## src/rtl/can_moh_pkg.sv

```systemverilog
/*
  holds the constants and types of the message object handler: register
  offsets, field positions, reset values, measurement codes and the state.
  assumes a 32-bit apb slave with 12-bit byte addresses.
*/
package can_moh_pkg;

  // ************************************************
  // sizes
  // ************************************************
  localparam int NOBJ = 8;
  localparam int IDX_W = 3;
  localparam int CNT_W = 16;
  localparam int ID_W = 11;

  // ************************************************
  // register offsets (byte addresses)
  // ************************************************
  localparam logic [11:0] A_NODE_CTRL = 12'h000;
  localparam logic [11:0] A_NODE_STAT = 12'h004;
  localparam logic [11:0] A_FRAME_CNT = 12'h008;
  localparam logic [11:0] A_FIFO_CTRL = 12'h00c;
  localparam logic [11:0] A_FIFO_SEG = 12'h010;
  localparam logic [11:0] A_OBJ_CTRL = 12'h040;
  localparam logic [11:0] A_OBJ_DATA = 12'h080;

  // ************************************************
  // field positions
  // ************************************************
  localparam int F_INIT = 0;
  localparam int F_FCMODE = 1;
  localparam int F_FCSEL = 3;
  localparam int F_LOE = 0;
  localparam int F_BUSY = 1;
  localparam int F_OVIE = 0;
  localparam int F_CUR = 8;
  localparam int F_SEL = 16;
  localparam int F_BOT = 0;
  localparam int F_TOP = 8;
  localparam int F_VALID = 0;
  localparam int F_RECEIVE_ENABLE_BIT = 1;
  localparam int F_TXEN = 2;
  localparam int F_TXRQ = 3;
  localparam int F_SDT = 4;
  localparam int F_FRREN = 5;
  localparam int F_NEW_DATA_FLAG = 6;
  localparam int F_MESSAGE_LOST_FLAG = 7;
  localparam int F_RECEIVE_PENDING_FLAG = 8;
  localparam int F_RECEIVE_UPDATING_FLAG = 9;
  localparam int F_ID = 16;

  // ************************************************
  // reset values and codes
  // ************************************************
  localparam logic RST_INIT = 1'b1;
  localparam logic [1:0] FCMODE_TIMING = 2'b10;
  localparam logic [2:0] FCSEL_REC_AFTER_DOM = 3'b001;
  localparam logic [2:0] FCSEL_TX_DOM_LOOP = 3'b010;
  localparam logic [2:0] FCSEL_TX_REC_LOOP = 3'b011;
  localparam logic [2:0] FCSEL_SYNC_TO_SP = 3'b100;

  // ************************************************
  // types
  // ************************************************
  typedef enum logic [0:0] {RX_IDLE, RX_UPDATE} rx_phase_t;

  typedef struct packed {
    logic [ID_W-1:0] id;
    logic [31:0] data;
  } tx_frame_t;

  typedef struct packed {
    logic [ID_W-1:0] id;
    logic [31:0] data;
    logic valid, rx_en, tx_en, txrq, single_transfer_mode, frren, new_data_flag, message_lost_flag, receive_pending_flag, receive_updating_flag;
  } obj_t;

  typedef struct packed {
    obj_t [NOBJ-1:0] obj;
    logic node_init;
    logic [1:0] fc_mode;
    logic [2:0] fc_sel;
    logic [CNT_W-1:0] fc_value;
    logic loe;
    logic ovie;
    logic [IDX_W-1:0] cur, sel, bot, top;
    logic tx_busy, tx_hold;
    logic [IDX_W-1:0] tx_idx;
    tx_frame_t tx_frame;
    rx_phase_t rx_phase;
    logic [IDX_W-1:0] rx_idx;
    logic [31:0] rx_data;
    logic rx_remote;
    logic prev_rx, prev_tx;
    logic [CNT_W-1:0] cnt_dom, cnt_txd, cnt_txr, cnt_sp;
    logic [31:0] prdata;
    logic pslverr;
    logic ovf, rx_irq;
  } state_t;

endpackage

```

## src/rtl/can_msg_obj_handler.sv

```systemverilog
/*
  message object handler of one can node: object table, receive storage,
  transmit selection with resend, tx fifo pointer and bit timing measurement.
  assumes the protocol engine gives synchronous one-cycle event pulses and
  the bus levels, and that software reaches the registers over apb.
*/
// Chosen here: the APB register port and the placing of the registers.
// Contract
// fifo pointer hits limit with enable: overflow pulse
// filtering priority order; destroyed frame resent first
// list error: set flag, frame not stored
// list error reruns tx filtering, ongoing tx kept
// software keeps first list element while node active
// single transfer clears valid after reception
// failed answer with valid cleared: no retry
// software sets foreign remote enable against answers
// frame counter mode 10 measures bit timing
// select 001: recessive edge since dominant edge
// select 010: dominant tx to rx loop time
// select 011: recessive tx to rx loop time
// select 100: sync edge since sample point
// clearing one valid bit touches no other object
// storage sets flags and raises receive pulse
// copy to tx buffer clears new data
// software disables objects by enable bits
// software keeps fifo base outside circular list
// receive updating flag brackets the storage
// withdrawn request reruns transmit filtering
module can_msg_obj_handler (
  input wire logic MCLK_I,
  input wire logic RSTN_I,
  input wire logic PSEL_I,
  input wire logic PENABLE_I,
  input wire logic PWRITE_I,
  input wire logic [11:0] PADDR_I,
  input wire logic [31:0] PWDATA_I,
  output logic [31:0] PRDATA_O,
  output logic PREADY_O,
  output logic PSLVERR_O,
  input wire logic RX_FRAME_I,
  input wire logic RX_REMOTE_I,
  input wire logic RX_LIST_ERR_I,
  input wire logic [can_moh_pkg::ID_W-1:0] RX_ID_I,
  input wire logic [31:0] RX_DATA_I,
  input wire logic TX_ACTIVE_I,
  input wire logic TX_DONE_I,
  input wire logic TX_ERR_I,
  input wire logic CAN_RX_I,
  input wire logic CAN_TX_I,
  input wire logic SAMPLE_POINT_I,
  input wire logic SYNC_EDGE_I,
  output logic TX_VALID_O,
  output can_moh_pkg::tx_frame_t TX_FRAME_O,
  output logic RX_IRQ_O,
  output logic TX_OVERFLOW_O
);

  // ************************************************
  // state and helpers
  // ************************************************
  can_moh_pkg::state_t s;
  can_moh_pkg::state_t next_s;
  logic rx_fall, rx_rise, tx_fall, tx_rise, tx_withdrawn;
  logic [can_moh_pkg::CNT_W-1:0] since_dom, since_txd, since_txr, since_sp;
  logic [3:0] widx;
  logic obj_ok;

  function automatic logic [can_moh_pkg::CNT_W-1:0] sat_inc(
    input logic [can_moh_pkg::CNT_W-1:0] v);
    sat_inc = (&v) ? v : v + 1'b1;
  endfunction

  // edges on the bus levels, dominant is low
  assign rx_fall = s.prev_rx & ~CAN_RX_I;
  assign rx_rise = ~s.prev_rx & CAN_RX_I;
  assign tx_fall = s.prev_tx & ~CAN_TX_I;
  assign tx_rise = ~s.prev_tx & CAN_TX_I;
  // cycles since each reference point, zero when it is in this cycle
  assign since_dom = rx_fall ? '0 : sat_inc(s.cnt_dom);
  assign since_txd = tx_fall ? '0 : sat_inc(s.cnt_txd);
  assign since_txr = tx_rise ? '0 : sat_inc(s.cnt_txr);
  assign since_sp = SAMPLE_POINT_I ? '0 : sat_inc(s.cnt_sp);
  // object register word index
  assign widx = PADDR_I[5:2];
  assign obj_ok = (widx < 4'(can_moh_pkg::NOBJ)) && (PADDR_I[1:0] == 2'h0);
  assign tx_withdrawn = s.tx_busy & ~(s.obj[s.tx_idx].valid & s.obj[s.tx_idx].tx_en
    & s.obj[s.tx_idx].txrq);

  // ************************************************
  // next state
  // ************************************************
  always_comb begin
    logic found;
    logic [can_moh_pkg::IDX_W-1:0] i;
    logic [can_moh_pkg::IDX_W-1:0] nc;
    found = 1'b0;
    i = '0;
    nc = '0;
    next_s = s;
    next_s.ovf = 1'b0;
    next_s.rx_irq = 1'b0;
    next_s.tx_hold = 1'b0;
    next_s.prev_rx = CAN_RX_I;
    next_s.prev_tx = CAN_TX_I;
    next_s.cnt_dom = since_dom;
    next_s.cnt_txd = since_txd;
    next_s.cnt_txr = since_txr;
    next_s.cnt_sp = since_sp;

    // apb setup phase: registered read data and error answer
    if (PSEL_I && !PENABLE_I) begin
      next_s.prdata = '0;
      next_s.pslverr = 1'b0;
      if (PADDR_I[11:6] == can_moh_pkg::A_OBJ_CTRL[11:6] && obj_ok) begin
        i = widx[can_moh_pkg::IDX_W-1:0];
        next_s.prdata = {5'h0, s.obj[i].id, 6'h0, s.obj[i].receive_updating_flag, s.obj[i].receive_pending_flag,
          s.obj[i].message_lost_flag, s.obj[i].new_data_flag, s.obj[i].frren, s.obj[i].single_transfer_mode,
          s.obj[i].txrq, s.obj[i].tx_en, s.obj[i].rx_en, s.obj[i].valid};
      end else if (PADDR_I[11:6] == can_moh_pkg::A_OBJ_DATA[11:6] && obj_ok) begin
        next_s.prdata = s.obj[widx[can_moh_pkg::IDX_W-1:0]].data;
      end else begin
        unique case (PADDR_I)
          can_moh_pkg::A_NODE_CTRL: next_s.prdata = {26'h0, s.fc_sel, s.fc_mode, s.node_init};
          can_moh_pkg::A_NODE_STAT: next_s.prdata = {30'h0, s.tx_busy, s.loe};
          can_moh_pkg::A_FRAME_CNT: next_s.prdata = 32'(s.fc_value);
          can_moh_pkg::A_FIFO_CTRL: next_s.prdata = {8'h0, 5'h0, s.sel, 5'h0, s.cur,
            7'h0, s.ovie};
          can_moh_pkg::A_FIFO_SEG: next_s.prdata = {16'h0, 5'h0, s.top, 5'h0, s.bot};
          default: next_s.pslverr = 1'b1;
        endcase
      end
    end

    // apb access phase: writes land first, hardware events below win
    if (PSEL_I && PENABLE_I && PWRITE_I && !s.pslverr) begin
      i = widx[can_moh_pkg::IDX_W-1:0];
      if (PADDR_I[11:6] == can_moh_pkg::A_OBJ_CTRL[11:6]) begin
        // only the addressed object changes
        next_s.obj[i].valid = PWDATA_I[can_moh_pkg::F_VALID];
        next_s.obj[i].rx_en = PWDATA_I[can_moh_pkg::F_RECEIVE_ENABLE_BIT];
        next_s.obj[i].tx_en = PWDATA_I[can_moh_pkg::F_TXEN];
        next_s.obj[i].txrq = PWDATA_I[can_moh_pkg::F_TXRQ];
        next_s.obj[i].single_transfer_mode = PWDATA_I[can_moh_pkg::F_SDT];
        next_s.obj[i].frren = PWDATA_I[can_moh_pkg::F_FRREN];
        next_s.obj[i].new_data_flag = PWDATA_I[can_moh_pkg::F_NEW_DATA_FLAG];
        next_s.obj[i].message_lost_flag = PWDATA_I[can_moh_pkg::F_MESSAGE_LOST_FLAG];
        next_s.obj[i].receive_pending_flag = PWDATA_I[can_moh_pkg::F_RECEIVE_PENDING_FLAG];
        next_s.obj[i].id = PWDATA_I[can_moh_pkg::F_ID +: can_moh_pkg::ID_W];
      end else if (PADDR_I[11:6] == can_moh_pkg::A_OBJ_DATA[11:6]) begin
        next_s.obj[i].data = PWDATA_I;
      end else begin
        unique case (PADDR_I)
          can_moh_pkg::A_NODE_CTRL: begin
            next_s.node_init = PWDATA_I[can_moh_pkg::F_INIT];
            next_s.fc_mode = PWDATA_I[can_moh_pkg::F_FCMODE +: 2];
            next_s.fc_sel = PWDATA_I[can_moh_pkg::F_FCSEL +: 3];
          end
          can_moh_pkg::A_NODE_STAT: begin
            if (PWDATA_I[can_moh_pkg::F_LOE]) begin
              next_s.loe = 1'b0;
            end
          end
          can_moh_pkg::A_FIFO_CTRL: begin
            next_s.ovie = PWDATA_I[can_moh_pkg::F_OVIE];
            next_s.cur = PWDATA_I[can_moh_pkg::F_CUR +: can_moh_pkg::IDX_W];
            next_s.sel = PWDATA_I[can_moh_pkg::F_SEL +: can_moh_pkg::IDX_W];
          end
          can_moh_pkg::A_FIFO_SEG: begin
            next_s.bot = PWDATA_I[can_moh_pkg::F_BOT +: can_moh_pkg::IDX_W];
            next_s.top = PWDATA_I[can_moh_pkg::F_TOP +: can_moh_pkg::IDX_W];
          end
          default: next_s.loe = next_s.loe;
        endcase
      end
    end

    // bit timing measurement into the frame counter value
    if (s.fc_mode == can_moh_pkg::FCMODE_TIMING) begin
      unique case (s.fc_sel)
        can_moh_pkg::FCSEL_REC_AFTER_DOM: begin
          if (rx_rise) next_s.fc_value = sat_inc(s.cnt_dom);
        end
        can_moh_pkg::FCSEL_TX_DOM_LOOP: begin
          if (rx_fall && !CAN_TX_I) next_s.fc_value = since_txd;
        end
        can_moh_pkg::FCSEL_TX_REC_LOOP: begin
          if (rx_rise && CAN_TX_I) next_s.fc_value = since_txr;
        end
        can_moh_pkg::FCSEL_SYNC_TO_SP: begin
          if (rx_fall && SYNC_EDGE_I) next_s.fc_value = since_sp;
        end
        default: next_s.fc_value = s.fc_value;
      endcase
    end

    // receive: filtering, or list error that skips it
    if (RX_FRAME_I && !s.node_init && s.rx_phase == can_moh_pkg::RX_IDLE) begin
      if (RX_LIST_ERR_I) begin
        next_s.loe = 1'b1;
        next_s.tx_hold = 1'b1;
      end else begin
        for (int k = 0; k < can_moh_pkg::NOBJ; k++) begin
          if (!found && s.obj[k].valid && s.obj[k].rx_en && s.obj[k].id == RX_ID_I) begin
            found = 1'b1;
            i = k[can_moh_pkg::IDX_W-1:0];
          end
        end
        if (found) begin
          next_s.rx_phase = can_moh_pkg::RX_UPDATE;
          next_s.rx_idx = i;
          next_s.rx_data = RX_DATA_I;
          next_s.rx_remote = RX_REMOTE_I;
          next_s.obj[i].receive_updating_flag = 1'b1;
        end
      end
    end

    // receive: storage and status update one cycle later
    if (s.rx_phase == can_moh_pkg::RX_UPDATE) begin
      i = s.rx_idx;
      next_s.rx_phase = can_moh_pkg::RX_IDLE;
      next_s.obj[i].receive_updating_flag = 1'b0;
      if (!s.rx_remote) begin
        next_s.obj[i].data = s.rx_data;
        next_s.obj[i].message_lost_flag = s.obj[i].new_data_flag;
        next_s.obj[i].new_data_flag = 1'b1;
      end else if (!s.obj[i].frren) begin
        next_s.obj[i].txrq = 1'b1;
      end
      next_s.obj[i].receive_pending_flag = 1'b1;
      next_s.rx_irq = 1'b1;
      if (s.obj[i].single_transfer_mode) next_s.obj[i].valid = 1'b0;
    end

    // transmit: outcome of the frame in the buffer
    if (s.tx_busy) begin
      i = s.tx_idx;
      if (TX_DONE_I) begin
        next_s.tx_busy = 1'b0;
        next_s.obj[i].txrq = 1'b0;
        if (s.obj[i].single_transfer_mode) next_s.obj[i].valid = 1'b0;
        // fifo element sent: advance current pointer inside the segment
        if (i >= s.bot && i <= s.top && i == s.cur) begin
          nc = (s.cur == s.top) ? s.bot : s.cur + 1'b1;
          next_s.cur = nc;
          if (s.ovie && nc == s.sel) next_s.ovf = 1'b1;
        end
      end else if (TX_ERR_I) begin
        // destroyed frame stays in the buffer and goes again first, unless its request was withdrawn
        if (tx_withdrawn) next_s.tx_busy = 1'b0;
        else next_s.tx_busy = 1'b1;
      end else if (tx_withdrawn && !TX_ACTIVE_I) begin
        next_s.tx_busy = 1'b0;
      end
    end else if (!s.tx_hold && !s.node_init) begin
      // transmit filtering, lowest index wins; a receive match must not leak in
      found = 1'b0;
      for (int k = 0; k < can_moh_pkg::NOBJ; k++) begin
        if (!found && s.obj[k].valid && s.obj[k].tx_en && s.obj[k].txrq) begin
          found = 1'b1;
          i = k[can_moh_pkg::IDX_W-1:0];
        end
      end
      if (found) begin
        next_s.tx_busy = 1'b1;
        next_s.tx_idx = i;
        next_s.tx_frame = '{id: s.obj[i].id, data: s.obj[i].data};
        next_s.obj[i].new_data_flag = 1'b0;
      end
    end
  end

  // ************************************************
  // state register
  // ************************************************
  always_ff @(posedge MCLK_I or negedge RSTN_I) begin
    if (!RSTN_I) begin
      s <= '0;
      s.node_init <= can_moh_pkg::RST_INIT;
      s.prev_rx <= 1'b1;
      s.prev_tx <= 1'b1;
    end else begin
      s <= next_s;
    end
  end

  // ************************************************
  // outputs
  // ************************************************
  assign PRDATA_O = s.prdata;
  assign PREADY_O = 1'b1;
  assign PSLVERR_O = PSEL_I & PENABLE_I & s.pslverr;
  assign TX_VALID_O = s.tx_busy & ~tx_withdrawn;
  assign TX_FRAME_O = s.tx_frame;
  assign RX_IRQ_O = s.rx_irq;
  assign TX_OVERFLOW_O = s.ovf;
endmodule

```

## config.mk

```make
export PLATFORM = sky130hd
export DESIGN_NAME = can_msg_obj_handler
export DESIGN_NICKNAME = d
export VERILOG_FILES = /design/src/rtl/can_moh_pkg.sv /design/src/rtl/can_msg_obj_handler.sv
export SDC_FILE = /design/constraint.sdc
export NUM_CORES = 2
export LEC_CHECK = 0
export ABC_AREA = 1
export BUFFER_PORTS_ARGS = -buffer_cell sky130_fd_sc_hd__buf_2
export CORE_MARGIN = 5
export CORE_UTILIZATION = 50
export CTS_BUF_LIST = sky130_fd_sc_hd__clkbuf_4 sky130_fd_sc_hd__clkbuf_8 sky130_fd_sc_hd__clkbuf_16
export DETAILED_ROUTE_END_ITERATION = 7
export PLACE_DENSITY = 0.7
export SETUP_SLACK_MARGIN = 0.3
export SLEW_MARGIN = 10
export SYNTH_ARGS = -nofsm -noshare
export SYNTH_HDL_FRONTEND = slang
export SYNTH_SLANG_ARGS = --single-unit
export TNS_END_PERCENT = 5
```

## constraint.sdc

```tcl
create_clock -name MCLK_I -period 2.6 [get_ports MCLK_I]
set_input_delay 0 -clock MCLK_I [delete_from_list [all_inputs] [get_ports MCLK_I]]
set_output_delay 0 -clock MCLK_I [all_outputs]
set_load 0.1 [all_outputs]
```

== After elaboration in Yosys (flattened, before gate mapping) ==
Index checks and enable logic that the tools add are counted.

* Output and inout port bits: 80
* Word-level logic and storage cells: 513
* Bits in registers: 646
* Bits of input ports: 102
* Bits in read-only memories: 0
* Memory bits (writable): 0
* Bits in latches: 0
* Memories kept: 0

* Multipliers: 0
* Equal/unequal tests: 27
* Reduce and logical (&&, ||, !) cells: 105
* Mux-type cells: 217
* Bitwise logic cells: 21
* Add/subtract/negate cells: 5
* Magnitude comparators: 13
* Div/mod/pow operators: 0
* Shift operators: 0

{| class="wikitable"
|+ Operator list
! kind !! number
|-
| 424-bit bitwise mux || 22
|-
| 424-bit 2-to-1 mux || 15
|-
| 53-bit demux with 3-bit select || 22
|-
| 53-bit binary-select mux with 3-bit select || 4
|-
| 430-bit 2-to-1 mux || 1
|-
| 16-bit 2-to-1 mux || 12
|-
| 53-bit 2-to-1 mux || 3
|-
| 37-bit 2-to-1 mux || 3
|-
| 3-bit 2-to-1 mux || 32
|-
| 19-bit one-hot mux with 5 select lines || 1
|-
| 11-bit == test || 8
|-
| 42-bit 2-to-1 mux || 2
|-
| 1-bit 2-to-1 mux || 72
|-
| 1-bit logical AND || 68
|-
| 16-bit by 1-bit adder with 16-bit output (second input constant) || 4
|-
| 32-bit 2-to-1 mux || 2
|-
| 16-bit one-hot mux with 4 select lines || 1
|-
| 16-bit AND reduction || 4
|-
| 14-bit 2-to-1 mux || 3
|-
| 10-bit 2-to-1 mux || 4
|-
| 6-bit 2-to-1 mux || 6
|-
| 7-bit 2-to-1 mux || 4
|-
| 12-bit by 4-bit == test with 1-bit output (second input constant) || 2
|-
| 1-bit zero test || 20
|-
| other kinds (32) || 73
|}

== Longest topological paths before layout ==
* Depth after elaboration: 77
* Mapped depth: 27
* Mapped depth without buffers: 25

== Worst setup path after synthesis ==
No wires, ideal clock.

* Kind: flip-flop to output port
* Start point: register s[183] (netlist name)
* End point: output TX_VALID_O
* Cell stages (with the launch flop): 10
* Slack: -53 ps
* Buffers on the path: 1
* Required time: 2600 ps
* Arrival time: 2653 ps
* Cell sequence: dfrtp_1 clkbuf_1 inv_1 nor2_1 inv_1 a21oi_1 o21ai_0 o2111ai_1 nand4_1 nor2_1

* Longest elaborated chain between the ends: 8

{| class="wikitable"
|+ RTL lines
! what !! line !! source
|-
| start: declaration || can_msg_obj_handler.sv:61 || <nowiki>can_moh_pkg::state_t s;</nowiki>
|-
| start signal: assignment || can_msg_obj_handler.sv:283 || <nowiki>s <= next_s;</nowiki>
|-
| 53-bit binary-select mux with 3-bit select * || can_msg_obj_handler.sv:86, can_msg_obj_handler.sv:87 ||
|-
| 10-bit 2-to-1 mux * || - ||
|-
| 1-bit bitwise AND || can_msg_obj_handler.sv:86 || <nowiki>assign tx_withdrawn = s.tx_busy & ~(s.obj[s.tx_idx].valid & s.obj[s.tx_idx].tx_en</nowiki>
|-
| 1-bit bitwise AND * || can_msg_obj_handler.sv:87 || <nowiki>& s.obj[s.tx_idx].txrq);</nowiki>
|-
| 1-bit inverter * || can_msg_obj_handler.sv:86 ||
|-
| 1-bit bitwise AND * || can_msg_obj_handler.sv:86 ||
|-
| 1-bit inverter * || can_msg_obj_handler.sv:293 || <nowiki>assign TX_VALID_O = s.tx_busy & ~tx_withdrawn;</nowiki>
|-
| 1-bit bitwise AND * || can_msg_obj_handler.sv:293 ||
|-
| end: declaration || can_msg_obj_handler.sv:52 || <nowiki>output logic TX_VALID_O,</nowiki>
|}

Mark *: on every way between the ends. The rest lies on a longest branch, timed or not. The select of a mux whose other input is x is not followed.

==> flow_metrics.py <==
metrics = {
    "cells_and_area": {
        "area_delta_synth_final_pct": 25.17,
        "num-fill-cells": 6549,
        "layout.nets": 5564,
        "share_of_final_layout_standard_cells_stronger_than_drive_strength_1_pct": 20.46,
    },
    "floorplan": {
        "start_util_pct": 50.34,
        "floorplan_core_area_sq_um": 74320,
        "core.rowCount": 100,
        "chipWidth_um": 283.5,
        "die_height_um": 283.5,
        "die_area_sq_um": 80390,
        "floorplan.io_pins": 182,
    },
    "clocking": {
        "cts_max_path_buffers": 3,
        "maximum_level_of_the_cts_h_tree": 3,
        "clkSlewWorstSetupHoldPaths_ns": 0.06,
        "cts_root_buf": "sky130_fd_sc_hd__clkbuf_16",
        "number_of_buffers_created_by_cts": 74,
        "clock_insertion_delay_worst_skew_ns": 0.66,
        "cts_tree": "done",
        "sink_count_of_the_clock_tree": 646,
    },
    "place": {
        "gpl.final_weighted_congestion": 0.9946,
        "post_detail_place_hpwl_um": 108800,
        "port_buffers": 180,
        "dp_worst_setup_slack_ns": -0.3539,
    },
    "sta": {
        "grt_setup_unrepaired": "true",
        "finalHoldWorstSlack_ns": 0.02442,
        "fin_ws_ns": -0.2431,
        "final.period_utilization_pct": 109.4,
        "fmaxAchievable_mhz": 351.7,
        "timing.final.hold_violations": 0,
        "slew_headroom_pct": 23.60,
        "post_route_minimum_period_ns": 2.843,
        "tightest_slew_ns": 1.145,
        "setup_total_negative_slack_ns": -9.609,
        "setup_viol_count_final": 51,
        "final.setup_skew_ns": 0.02516,
        "report.final.slew_viol_count": 0,
    },
    "synth": {
        "ys_dominant_reg_cell": "sky130_fd_sc_hd__dfrtp_1",
        "post_synth.cell_area_avg_sq_um": 7.470,
        "yosysSeqAreaShare_pct": 43.22,
        "netlist_area_sq_um": 37410,
        "synth_enable_flop_cells": 0,
        "synth-async-reset-ratio_pct": 100.0,
        "yosysTopAreaCell": "sky130_fd_sc_hd__dfrtp_1",
        "net_count_synth": 5121,
        "netlist_top_cells_area": "sky130_fd_sc_hd__dfrtp_1 (43%), sky130_fd_sc_hd__nand2_1 (11%), sky130_fd_sc_hd__o21ai_0 (6.0%)",
        "synthesis.yosys.warnings": 0,
        "syn_inst": 5008,
        "share_of_yosys_cell_area_claimed_by_the_top_area_cell_type_pct": 43.01,
        "synthDistinctLibCells": 68,
        "seq_cells_post_synth": 646,
    },
    "critical_path": {
        "worst-endpoint-arrival_ns": 3.41,
        "cell_breakdown_of_the_critical_path": "xor2_2 -> nor2_1 -> nand2_1 -> nor3_2 -> buf_4 -> o211ai_4 -> buf_6 -> nand3_4 -> nand2_4 -> nand3_4 -> nor2_4 -> buf_12 -> buf_12 -> nand2_1 -> nand3_1 -> nor2_1 -> nand3_1 -> nand2_1 -> nor2_1",
        "critPathLaunchType": "flip-flop",
        "timing_worst_setup_path_type": "reg2reg",
        "critical-path-slowest-cell": "sky130_fd_sc_hd__dfrtp_1",
        "cp.required_ns": 3.17,
        "critPathCaptureType": "flip-flop",
        "cp_max_fo": 8,
        "max_stage_delay_ns": 0.45,
    },
    "drt": {
        "drcViolationCount": 0,
        "detailedRoute.firstIterationViolations": 6634,
        "ant_nets": 0,
        "drt_wl_total_um": 163100,
        "routed_wire_length_per_instance_um": 25.17,
        "detailroute.via_count": 41023,
        "routed_vias_inst": 6.333,
        "first_pass_iters": 8,
    },
    "status": {
        "result_of_the_run": "finished with violations",
        "violations_in_the_final_reports": "negative setup slack",
    },
    "grt": {
        "grt_start_max_net_pins": 85,
        "globalRouteOverflowTotal": 0,
        "track_usage_pct": 38.66,
        "grt_antenna_before_repair": 7,
        "grt_pass1_wl_um": 241600,
        "first_global_vias": 38315,
    },
    "pwr": {
        "power_density_nw_per_um2": 539.4,
        "power_leakage_uw": 0.02210,
        "max-vdd-ir-drop_mv": 0.4597,
    },
    "worst_hold_path": {
        "holdCritPathClass": "in2reg",
    },
    "job": {
        "max_cap_viol_count": 0,
    },
}
[per-stage QoR]
stage | area [sq um] | util [%] | power [uW] | instances
6_report | 46830 | 63.01 | 25260 | 6478
5_1_grt | 46820 | 63.00 | 25880 | 6477
4_1_cts | 45990 | 61.87 | 24990 | 6457
3_5_place_dp | 42100 | 56.64 | 14010 | 6229
3_3_place_gp | 42100 | 56.64 | 14000 | 6229
2_1_floorplan | 37440 | - | 12720 | 5008
[synthesized netlist by cell type, drive strengths merged, types with 61 or more instances]
library cell / instances
nand3: 281
nor2: 514
dfrtp: 643
o211ai: 61
a21oi: 327
inv: 451
o22ai: 116
nand4: 114
o21ai: 457
nand2: 1067
clkbuf: 249
a211oi: 183
buf: 155
[worst paths after layout]
path                             start                          to  slack [ns]  cells past startpoint
min                           CAN_RX_I                      s[100]        0.02                      2
max reg2reg                  flip-flop               TX_FRAME_O[8]       -0.24                     19
max in group asynchronous       RSTN_I                      s[615]        1.27                      5
min in group asynchronous       RSTN_I  asynchronous set/reset pin        0.42                      3
min reg2reg                PRDATA_O[9]                 PRDATA_O[9]        0.48                      2
max                          flip-flop               TX_FRAME_O[8]       -0.24                     19
[timing repair]
item / CTS / global route
hold buffers: 73 / 0
buffers inserted: 19 / 19
pin swaps: 13 / 79
endpoints found under the setup margin: 110 / 255
endpoints found under the hold margin: 825 / 0
cloned: 3 / 1
gates resized for setup: 94 / 176
[power by group]
group          switching [uW]  internal (uW)
clock                    4650           6350
combinational            2680           1070
sequential                229          10300
total                    7560          17700
[layer usage]
metal / routed length, um / global-route usage, %
met4: 9067 / 17.31
met2: 67490 / 55.73
met1: 61870 / 53.05
met3: 24620 / 12.99
met5: 34 / 0
[cells in the final DEF (no fill, tap or decap), types with 114 or more instances in the layout]
cell                          n
sky130_fd_sc_hd__nand3_1    248
sky130_fd_sc_hd__buf_2      178
sky130_fd_sc_hd__a21oi_1    319
sky130_fd_sc_hd__nor2_1     470
sky130_fd_sc_hd__a211oi_1   182
sky130_fd_sc_hd__buf_4      417
sky130_fd_sc_hd__o21ai_0    434
sky130_fd_sc_hd__inv_1      410
sky130_fd_sc_hd__dfrtp_1    634
sky130_fd_sc_hd__nand4_1    114
sky130_fd_sc_hd__nand2_1   1011
[final cells by class]
cell class	count	area (sq um)	share of cell area, %
antenna	1	2.502	0.005344
tap	969	1212	2.589
inverter	457	1739	3.714
sequential	646	16180	34.55
clock buffer	107	2206	4.711
clock inverter	26	320.3	0.6840
timing repair buffer	771	6660	14.22
multi-input combinational	3501	18510	39.52
[cells by family (layout without fill, tap and decap cells)]
family / count (synthesis) / count (layout) / synth area share [%]
and+or+nand+nor: 2098 / 2098 / 23.72
AOI/OAI and AO/OA: 1347 / 1347 / 21.76
buffers and inverters: 861 / 1361 / 9.890
DFF: 646 / 646 / 43.22
xor gates and xnor gates: 43 / 43 / 1.007
adders and majority gates: 11 / 11 / 0.3679
other: 1 / 2 / 0.01002
muxes: 1 / 1 / 0.02676
[critical path: cells and delay by family (launching register included)]
family	cells	cell delay, ns
xor gates and xnor gates	1	0.29
and+or+nand+nor	13	1.18
AOI/OAI and AO/OA	1	0.18
DFF	1	0.45
buffers and inverters	4	0.66
No activity file was read; power rests on OpenSTA's default activity.
